## src/asc_pkg.sv

```systemverilog
package asc_pkg;
  localparam int unsigned ADDR_W     = 18;
  localparam int unsigned DATA_W     = 4;
  localparam int unsigned CLK_NS     = 100;
  // timing figures of the fastest grade, in ns
  localparam int unsigned T_WP_NS    = 9;
  localparam int unsigned T_DW_NS    = 5;
  localparam int unsigned T_AW_NS    = 9;
  localparam int unsigned T_WC_NS    = 10;
  localparam int unsigned T_RC_NS    = 10;
  localparam int unsigned T_AA_NS    = 10;
  localparam int unsigned T_CHZ_NS   = 5;
  localparam int unsigned T_WZ_NS    = 5;
  // least times round up, at least one cycle
  localparam int unsigned WP_CYC  = ((T_WP_NS + CLK_NS - 1) / CLK_NS) < 1 ? 1 :
                                    ((T_WP_NS + CLK_NS - 1) / CLK_NS);
  localparam int unsigned RD_CYC  = ((T_AA_NS + CLK_NS - 1) / CLK_NS) < 1 ? 1 :
                                    ((T_AA_NS + CLK_NS - 1) / CLK_NS);
  localparam int unsigned HZ_CYC  = ((T_CHZ_NS + CLK_NS - 1) / CLK_NS) < 1 ? 1 :
                                    ((T_CHZ_NS + CLK_NS - 1) / CLK_NS);
  localparam int unsigned CNT_W   = 4;
  localparam logic [CNT_W-1:0] CNT_ZERO = 4'h0;
  localparam logic [CNT_W-1:0] CNT_ONE  = 4'h1;
  localparam logic [CNT_W-1:0] WP_LOAD  = CNT_W'(WP_CYC);
  localparam logic [CNT_W-1:0] RD_LOAD  = CNT_W'(RD_CYC);
  localparam logic [CNT_W-1:0] HZ_LOAD  = CNT_W'(HZ_CYC);
  // extra read wait so the three-stage sampler has settled
  localparam logic [CNT_W-1:0] SYNC_LOAD = 4'h4;
  localparam logic [ADDR_W-1:0] ADDR_RST = 18'h00000;
  localparam logic [DATA_W-1:0] DATA_RST = 4'h0;
  typedef enum logic [2:0] {
    ASC_IDLE,
    ASC_RD_WAIT,
    ASC_WR_SETUP,
    ASC_WR_PULSE,
    ASC_TURN
  } asc_state_e;
endpackage

```

## src/asc_ctrl.sv

```systemverilog
`timescale 1ns/100ps
module asc_ctrl (
  // clock and reset
  input  wire logic                        clk,
  input  wire logic                        srst,
  // user request
  input  wire logic                        req_valid,
  input  wire logic                        req_write,
  input  wire logic [asc_pkg::ADDR_W-1:0]  req_addr,
  input  wire logic [asc_pkg::DATA_W-1:0]  req_wdata,
  output logic                             req_ready,
  // user answer
  output logic                             rsp_valid,
  output logic      [asc_pkg::DATA_W-1:0]  rsp_rdata,
  // memory pins
  output logic      [asc_pkg::ADDR_W-1:0]  addr_in,
  output logic                             cs_n,
  output logic                             store_n,
  input  wire logic [asc_pkg::DATA_W-1:0]  nibble_io_i,
  output logic      [asc_pkg::DATA_W-1:0]  nibble_io_o,
  output logic                             nibble_io_oe
);
  asc_pkg::asc_state_e                state_ff;
  logic [asc_pkg::CNT_W-1:0]          cnt_ff;
  logic [asc_pkg::DATA_W-1:0]         rd_sync;

  ////////////////////////////////////////////////////////////////////////
  // the bus arrives from another chip, so it is sampled before use
  asc_sync #(.W(asc_pkg::DATA_W)) u_rd_sync (
    .clk   (clk),
    .srst  (srst),
    .d_in  (nibble_io_i),
    .d_out (rd_sync)
  );

  ////////////////////////////////////////////////////////////////////////
  // sequencer
  always_ff @(posedge clk) begin
    if (srst) begin
      state_ff <= asc_pkg::ASC_IDLE;
      cnt_ff   <= asc_pkg::CNT_ZERO;
    end else begin
      unique case (state_ff)
        asc_pkg::ASC_IDLE: begin
          if (req_valid && req_ready) begin
            if (req_write) begin
              state_ff <= asc_pkg::ASC_WR_SETUP;
              cnt_ff   <= asc_pkg::HZ_LOAD;
            end else begin
              // sampler latency added so the nibble seen is settled
              state_ff <= asc_pkg::ASC_RD_WAIT;
              cnt_ff   <= asc_pkg::RD_LOAD + asc_pkg::SYNC_LOAD;
            end
          end
        end
        asc_pkg::ASC_RD_WAIT: begin
          if (cnt_ff == asc_pkg::CNT_ONE) begin
            state_ff <= asc_pkg::ASC_TURN;
            cnt_ff   <= asc_pkg::HZ_LOAD;
          end else begin
            cnt_ff <= cnt_ff - asc_pkg::CNT_ONE;
          end
        end
        asc_pkg::ASC_WR_SETUP: begin
          // store_n low, device floats before data is driven
          if (cnt_ff == asc_pkg::CNT_ONE) begin
            state_ff <= asc_pkg::ASC_WR_PULSE;
            cnt_ff   <= asc_pkg::WP_LOAD;
          end else begin
            cnt_ff <= cnt_ff - asc_pkg::CNT_ONE;
          end
        end
        asc_pkg::ASC_WR_PULSE: begin
          if (cnt_ff == asc_pkg::CNT_ONE) begin
            state_ff <= asc_pkg::ASC_TURN;
            cnt_ff   <= asc_pkg::HZ_LOAD;
          end else begin
            cnt_ff <= cnt_ff - asc_pkg::CNT_ONE;
          end
        end
        asc_pkg::ASC_TURN: begin
          if (cnt_ff == asc_pkg::CNT_ONE) begin
            state_ff <= asc_pkg::ASC_IDLE;
            cnt_ff   <= asc_pkg::CNT_ZERO;
          end else begin
            cnt_ff <= cnt_ff - asc_pkg::CNT_ONE;
          end
        end
        default: begin
          state_ff <= asc_pkg::ASC_IDLE;
          cnt_ff   <= asc_pkg::CNT_ZERO;
        end
      endcase
    end
  end

  ////////////////////////////////////////////////////////////////////////
  // pin drive
  always_ff @(posedge clk) begin
    if (srst) begin
      addr_in      <= asc_pkg::ADDR_RST;
      cs_n         <= 1'b1;
      store_n      <= 1'b1;
      nibble_io_o  <= asc_pkg::DATA_RST;
      nibble_io_oe <= 1'b0;
    end else begin
      unique case (state_ff)
        asc_pkg::ASC_IDLE: begin
          if (req_valid && req_ready) begin
            // address and store_n settle with cs_n, zero setup needed
            addr_in     <= req_addr;
            nibble_io_o <= req_wdata;
            cs_n        <= 1'b0;
            store_n     <= ~req_write;
          end
        end
        asc_pkg::ASC_RD_WAIT: begin
          nibble_io_oe <= 1'b0;
        end
        asc_pkg::ASC_WR_SETUP: begin
          if (cnt_ff == asc_pkg::CNT_ONE) begin
            nibble_io_oe <= 1'b1;
          end
        end
        asc_pkg::ASC_WR_PULSE: begin
          if (cnt_ff == asc_pkg::CNT_ONE) begin
            // store_n and cs_n rise together; data held one more cycle
            store_n <= 1'b1;
            cs_n    <= 1'b1;
          end
        end
        asc_pkg::ASC_TURN: begin
          cs_n         <= 1'b1;
          store_n      <= 1'b1;
          nibble_io_oe <= 1'b0;
        end
        default: begin
          cs_n         <= 1'b1;
          store_n      <= 1'b1;
          nibble_io_oe <= 1'b0;
        end
      endcase
    end
  end

  ////////////////////////////////////////////////////////////////////////
  // user side
  always_ff @(posedge clk) begin
    if (srst) begin
      req_ready <= 1'b0;
      rsp_valid <= 1'b0;
      rsp_rdata <= asc_pkg::DATA_RST;
    end else begin
      rsp_valid <= 1'b0;
      if (state_ff == asc_pkg::ASC_IDLE && req_valid && req_ready) begin
        req_ready <= 1'b0;
      end else if (state_ff == asc_pkg::ASC_TURN && cnt_ff == asc_pkg::CNT_ONE) begin
        req_ready <= 1'b1;
      end else if (state_ff == asc_pkg::ASC_IDLE) begin
        req_ready <= 1'b1;
      end
      if (state_ff == asc_pkg::ASC_RD_WAIT && cnt_ff == asc_pkg::CNT_ONE) begin
        rsp_valid <= 1'b1;
        rsp_rdata <= rd_sync;
      end
    end
  end

  ////////////////////////////////////////////////////////////////////////
  // checks
  AST_NO_DRIVE_IN_READ: assert property (@(posedge clk) disable iff (srst)
    (!cs_n && store_n) |-> !nibble_io_oe)
    else $error("bus driven during read");
  // data may stand one cycle past the write end, zero hold
  AST_DESELECT_IDLE: assert property (@(posedge clk) disable iff (srst)
    cs_n |-> (store_n && (!nibble_io_oe || !$past(store_n))))
    else $error("activity while deselected");
  AST_WRITE_PULSE: assert property (@(posedge clk) disable iff (srst)
    $fell(store_n) |-> (!store_n && !cs_n)[*2])
    else $error("write pulse too short");
  AST_DATA_BEFORE_END: assert property (@(posedge clk) disable iff (srst)
    ($rose(store_n) && !srst) |-> $past(nibble_io_oe))
    else $error("data not set up before write end");
  AST_ADDR_STABLE_WRITE: assert property (@(posedge clk) disable iff (srst)
    (!store_n && !$past(store_n)) |-> $stable(addr_in))
    else $error("address moved during write");
  AST_ADDR_HELD_SELECT: assert property (@(posedge clk) disable iff (srst)
    (!cs_n && !$past(cs_n)) |-> $stable(addr_in))
    else $error("address moved while selected");
  AST_DRIVE_AFTER_FLOAT: assert property (@(posedge clk) disable iff (srst)
    $rose(nibble_io_oe) |-> (!store_n && !$past(store_n)))
    else $error("bus driven before memory floated");
  AST_RSP_PULSE: assert property (@(posedge clk) disable iff (srst)
    rsp_valid |=> !rsp_valid)
    else $error("read answer held too long");
  AST_READ_LATENCY: assert property (@(posedge clk) disable iff (srst)
    (req_valid && req_ready && !req_write) |-> ##6 rsp_valid)
    else $error("read answer late");
  AST_TOGETHER_END: assert property (@(posedge clk) disable iff (srst)
    $rose(store_n) |-> cs_n)
    else $error("cs_n stayed low after write end");
  AST_STORE_NEEDS_CS: assert property (@(posedge clk) disable iff (srst)
    !store_n |-> !cs_n)
    else $error("store_n low while deselected");
endmodule

```

## src/asc_sync.sv

```systemverilog
`timescale 1ns/100ps
// three-stage input sampler; a change counts once stages two and three agree
module asc_sync #(
  parameter int unsigned W = 4
) (
  // clock and reset
  input  wire logic         clk,
  input  wire logic         srst,
  // data
  input  wire logic [W-1:0] d_in,
  output logic      [W-1:0] d_out
);
  logic [W-1:0] s1_ff;
  logic [W-1:0] s2_ff;
  logic [W-1:0] s3_ff;

  always_ff @(posedge clk) begin
    if (srst) begin
      s1_ff <= '0;
      s2_ff <= '0;
      s3_ff <= '0;
      d_out <= '0;
    end else begin
      s1_ff <= d_in;
      s2_ff <= s1_ff;
      s3_ff <= s2_ff;
      if (s2_ff == s3_ff) begin
        d_out <= s3_ff;
      end
    end
  end
endmodule

```

## config.mk

```make
export PLATFORM = sky130hd
export DESIGN_NAME = asc_ctrl
export DESIGN_NICKNAME = d
export VERILOG_FILES = /design/src/asc_pkg.sv /design/src/asc_ctrl.sv /design/src/asc_sync.sv
export SDC_FILE = /design/constraint.sdc
export NUM_CORES = 1
export LEC_CHECK = 0
export BUFFER_PORTS_ARGS = -buffer_cell sky130_fd_sc_hd__buf_4
export CORE_MARGIN = 5
export CORE_UTILIZATION = 30
export DETAILED_ROUTE_END_ITERATION = 12
export PLACE_DENSITY = 0.6
export RECOVER_POWER = 25
export SYNTH_ARGS = -nofsm -noshare
export SYNTH_HDL_FRONTEND = slang
export SYNTH_SLANG_ARGS = --single-unit
```

## constraint.sdc

```tcl
create_clock -name clk -period 2.65 [get_ports clk]
set_clock_uncertainty 0.2 [all_clocks]
set_input_delay 0.53 -clock clk [delete_from_list [all_inputs] [get_ports clk]]
set_output_delay 0.53 -clock clk [all_outputs]
set_load 0.01 [all_outputs]
```

Yosys cells after proc, flatten, opt, wreduce, memory -nomap -nowiden
Index checks and enable logic that the tools add are counted.
{"block": "word_totals", "reg_bits": 54, "inputBits": 30, "out_inout_bits": 31}
{"block": "op_classes", "add_sub_neg": 1, "n_eq_ne": 11, "n_mux": 20, "bitwise": 3, "reduce_logical": 16}
{"op": "3-bit two-way mux", "count": 5}
{"op": "4-bit two-way mux", "count": 3}
{"op": "3-bit one-hot mux with 4 select lines", "count": 1}
{"op": "4-bit one-hot mux with 3 select lines", "count": 1}
{"op": "2-bit != test, second input constant", "count": 4}
{"op": "2-bit OR reduction", "count": 4}
{"op": "3-bit by 2-bit equality test with 1-bit output, second input constant", "count": 2}
{"op": "1-bit two-way mux", "count": 6}
{"op": "1-bit one-hot mux with 3 select lines", "count": 2}
{"op": "1-bit logical AND", "count": 5}
{"op": "4-bit by 1-bit equality test with 1-bit output, second input constant", "count": 1}
{"op": "4-bit equality test", "count": 1}
{"op": "2-bit AND reduction", "count": 2}
{"op": "4-bit AND reduction", "count": 1}
{"op": "4-bit by 1-bit subtractor with 4-bit output, second input constant", "count": 1}
{"op": "3-bit by 1-bit equality test with 1-bit output, second input constant", "count": 1}
{"op": "3-bit equality test, second input constant", "count": 1}
{"op": "3-bit zero test", "count": 1}
{"op": "1-bit NOT", "count": 3}
{"op": "3-bit AND reduction", "count": 1}
{"op": "3-bit OR reduction", "count": 1}
{"op": "2-bit two-way mux", "count": 1}
{"op": "2-bit by 1-bit != test with 1-bit output, second input constant", "count": 1}
{"op": "1-bit one-hot mux with 2 select lines", "count": 1}
{"op": "2-bit nonzero test", "count": 1}

Longest topological paths before layout
{"block": "depth", "ltp_word": 4, "mapped_depth": 8, "depth_no_buf": 6}

By module
Synthesis repeated with hierarchy kept, for this count alone.
{"block": "hier_totals", "cells_unflattened": 236, "area_unflattened_um2": 2084.5}
{"mod": "asc_ctrl", "instances": 1, "cells_each": 189, "area_each_um2": 1534.0}
{"mod": "asc_sync", "instances": 1, "cells_each": 47, "area_each_um2": 550.5}

Worst setup path after synthesis
No wires, ideal clock.
{"block": "synth_path", "kind": "register to register", "start": "reg cnt_ff[0] in the netlist's numbering", "end": "reg rsp_rdata[0] in the netlist's numbering", "arrival_ps": 1822, "t_required_ps": 2322, "setup_slack_ps": 501, "path_stages_with_launch": 8, "path_buffers": 2, "cell_sequence": "dfxtp_1 ha_1 or3b_1 buf_2 or4b_4 buf_6 mux2i_1 nor2_1"}
{"block": "synth_between", "elab_chain_cells": 2}
{"element": "from (decl)", "line_no": "asc_ctrl.sv:24", "source": "logic [asc_pkg::CNT_W-1:0] cnt_ff;"}
{"element": "from (signal assigned)", "line_no": "asc_ctrl.sv:41", "source": "cnt_ff <= asc_pkg::CNT_ZERO;"}
{"element": "from (signal assigned)", "line_no": "asc_ctrl.sv:48", "source": "cnt_ff <= asc_pkg::HZ_LOAD;"}
{"element": "from (signal assigned)", "line_no": "asc_ctrl.sv:52", "source": "cnt_ff <= asc_pkg::RD_LOAD + asc_pkg::SYNC_LOAD;"}
{"element": "4-bit by 1-bit equality test with 1-bit output", "line_no": "asc_ctrl.sv:162", "source": "if (state_ff == asc_pkg::ASC_RD_WAIT && cnt_ff == asc_pkg::CNT_ONE) begin"}
{"element": "1-bit logical AND", "line_no": "asc_ctrl.sv:162"}
{"element": "to (signal assigned)", "line_no": "asc_ctrl.sv:152", "source": "rsp_rdata <= asc_pkg::DATA_RST;"}
{"element": "to (signal assigned)", "line_no": "asc_ctrl.sv:164", "source": "rsp_rdata <= rd_sync;"}
{"element": "to (decl)", "line_no": "asc_ctrl.sv:14", "source": "output logic [asc_pkg::DATA_W-1:0] rsp_rdata,"}
No other way between the ends.
A chain may end at the register's enable or synchronous reset.

Worst setup path in the final report
Same ends and word-level chain as after synthesis.

==> metrics.yaml <==
finish:
  fillers: 706
  final_cell_mix: "buf_4, dfxtp_1, nand2_1"
  syn2layout_area_growth_pct: 29.85
  drive_gt1_share_pct: 23.78
  final_nets: 317
  layout_commonest_cell: "buf_4"
  antennaDiodeCount: 0
cts:
  clockRootBuffer: "clkbuf_8"
  clk_latency_ns: 0.30
  path_clk_slew_ns: 0.10
  cts_tree: "done"
  cts.path.max_buffers: 2
  numCtsBuffers: 5
  clkSinkCount: 54
  post_cts_buffers: 0
  ctsHoldBuffers: 0
  post_cts_resized: 0
  cts_max_level: 2
power:
  p_sw_share_pct: 30.36
  seqPwrFrac_pct: 48.2
  finalPower_mw: 2.018
  p_int_mw: 1.405
  p_comb_share_pct: 23.8
  p_per_area_nw_per_um2: 767.7
  p_leak_nw: 1.093
  ir_drop_v: 0.0003017
  switching_power_mw: 0.6127
  clkPwrFrac_pct: 27.9
drt:
  wl_um: 4622
  route.detailed.drc: 0
  post_drt_wl_per_cell_um: 12.63
  ant_nets: 0
  viasPerCell: 4.579
  drtIter0Drc: 78
  vias: 1676
  drt_pre_antenna_iters: 4
global_route:
  antenna_found_initial: 0
  grt_pass1_wl_um: 7914
  grt_max_degree: 43
  grt_pass1_vias: 1670
  grt_overflow: 0
  track_usage_pct: 11.47
synth:
  synth_area_um2: 2024
  syn-instance-count: 229
  syn_nets: 261
  synth_cell_type_count: 34
  ys_ff_latch: 54
  seq_area_frac_synth_pct: 53.40
  synth_top_area_share_pct: 53.40
  synth_top_area_cell: "dfxtp_1"
  synth_warnings: 0
  synth.avg_cell_area_um2: 8.840
  ys_top_cells_by_area: "dfxtp_1, nand2_1, a21oi_1"
sta:
  period_needed_ns: 2.231
  fin_crit_sh_pct: 84.21
  rsz0062_at_grt: "no"
  fmax_mhz: 448.1
  worst_pin_slew_ns: 0.8594
  finalSetupViolCount: 0
  fin_setup_tns_ns: 0
  finalMaxSlewViolations: 0
  final-hold-violation-count: 0
  max_slew_margin_pct: 42.70
floorplanning:
  die_h_um: 92.15
  die_x_um: 92.15
  io_pins: 61
  rows: 30
  dieArea_um2: 8491
  initial_core_util_pct: 30.30
  coreArea_um2: 6681
place:
  place_hpwl_um: 3252
  portBuffers: 60
  gp_congestion: 0.7456
worst_setup_path:
  path_cells: "ha_1, or3b_1, or4b_4, mux2i_1, nor2_1"
  cp_max_fo: 7
  path_delay_family: "simple AND/OR/NAND/NOR gates"
  cp-end-kind: "register"
  worstPathRequired_ns: 2.62
  crit_arrival_ns: 2.20
  path_buf_inv: 0
  cpPeakStageDelay_ns: 0.57
  startpoint_type: "register"
  critical_path_class: "reg -> reg"
  cpMaxStageDelayCell: "or4b_4"
min_path:
  hold_class: "in -> reg"
job:
  max_cap_viol_count: 0
status:
  status: "finished, final reports clean"
-- stage by stage --
stage / area [µm²] / hold WS, ns / worst slack, ns / util [%] / instances
after global placement: 2541 / 0.2191 / 0.5211 / 38.03 / 358
after floorplan: 2024 / 0.2138 / 0.5008 / - / 229
after CTS: 2658 / 0.2137 / 0.4444 / 39.78 / 366
after detailed placement: 2541 / 0.2220 / 0.4557 / 38.03 / 358
after global routing: 2629 / 0.2098 / 0.2937 / 39.34 / 366
final: 2629 / 0.2316 / 0.4186 / 39.34 / 366
-- power by group through the flow --
stage          Sequential (mW)  Clock (mW)  Combinational, mW
6_report                 0.973       0.564              0.481
5_1_grt                  0.988       0.626              0.544
4_1_cts                  0.973       0.587              0.497
3_5_place_dp             0.991           0              0.496
3_3_place_gp             0.989           0              0.494
2_1_floorplan            0.984           0              0.315
-- cell families (layout without fill, tap and decap cells) --
| family | after synthesis | after routing | share of synthesized area, % |
|---|---|---|---|
| xor+xnor | 4 | 4 | 1.730 |
| compound gates | 44 | 44 | 13.10 |
| simple gates | 98 | 98 | 22.50 |
| mux | 8 | 8 | 3.956 |
| buf+inv | 19 | 76 | 4.079 |
| fa+ha+maj | 2 | 2 | 1.236 |
| flops | 54 | 54 | 53.40 |
-- worst paths after layout --
check	startpoint	endpoint	slack (ns)	depth (start not counted)
setup / recovery	cnt_ff[0]	rsp_rdata[0]	0.42	5
hold / removal	nibble_io_i[3]	u_rd_sync.s1_ff[3]	0.23	2
setup reg to reg	cnt_ff[0]	rsp_rdata[0]	0.42	5
hold reg to reg	u_rd_sync.s1_ff[2]	u_rd_sync.s2_ff[2]	0.25	1
-- registers in the layout (all words and copies together) (netlist names) --
signal / count
store_n: 1
u_rd_sync.s1_ff: 4
addr_in: 18
rsp_valid: 1
cs_n: 1
nibble_io_oe: 1
req_ready: 1
u_rd_sync.d_out: 4
u_rd_sync.s2_ff: 4
u_rd_sync.s3_ff: 4
rsp_rdata: 4
state_ff: 3
cnt_ff: 4
nibble_io_o: 4
-- final cells by class --
type / instances / area, µm² / share of cell area (%)
Tap cell: 80 / 100.1 / 3.808
Clock buffer: 5 / 68.82 / 2.618
Clock inverter: 3 / 47.55 / 1.809
Sequential cell: 54 / 1081 / 41.12
Multi-Input combinational cell: 156 / 860.8 / 32.75
Inverter: 3 / 11.26 / 0.4284
Timing Repair Buffer: 65 / 459.2 / 17.47
-- worst register-to-register path: stages, from the launching register on --
cell	delay (ns)
dfxtp_1	0.44
ha_1	0.20
or3b_1	0.46
or4b_4	0.58
mux2i_1	0.17
nor2_1	0.05
-- metal layers --
metal | global-route usage, % | up-vias | wire length [µm]
met5 | 0 | - | 0
met4 | 4.208 | 0 | 64
met3 | 4.840 | 5 | 295
met2 | 18.61 | 40 | 2143
met1 | 13.49 | 754 | 2118
li1 | - | 877 | -
-- cells in the mapped netlist, drive strengths merged --
cell type and instances:
dfxtp 54, nand2 49, a21oi 29, nor2 16, nor2b 14, clkbuf 12, mux2i 8, nor3 7
buf 4, xnor2 4, inv 3, o21ai 3, ha 2, nand3 2, nand4 2, nor3b 2
o31a 2, a2111oi 1, a211oi 1, a2bb2oi 1, a311o 1, a31oi 1, a32o 1, and3 1
nand2b 1, nor4 1, nor4bb 1, o21a 1, o221a 1, o2bb2ai 1, o31ai 1, or3b 1
or4b 1
(Power assumes the default switching activity.)
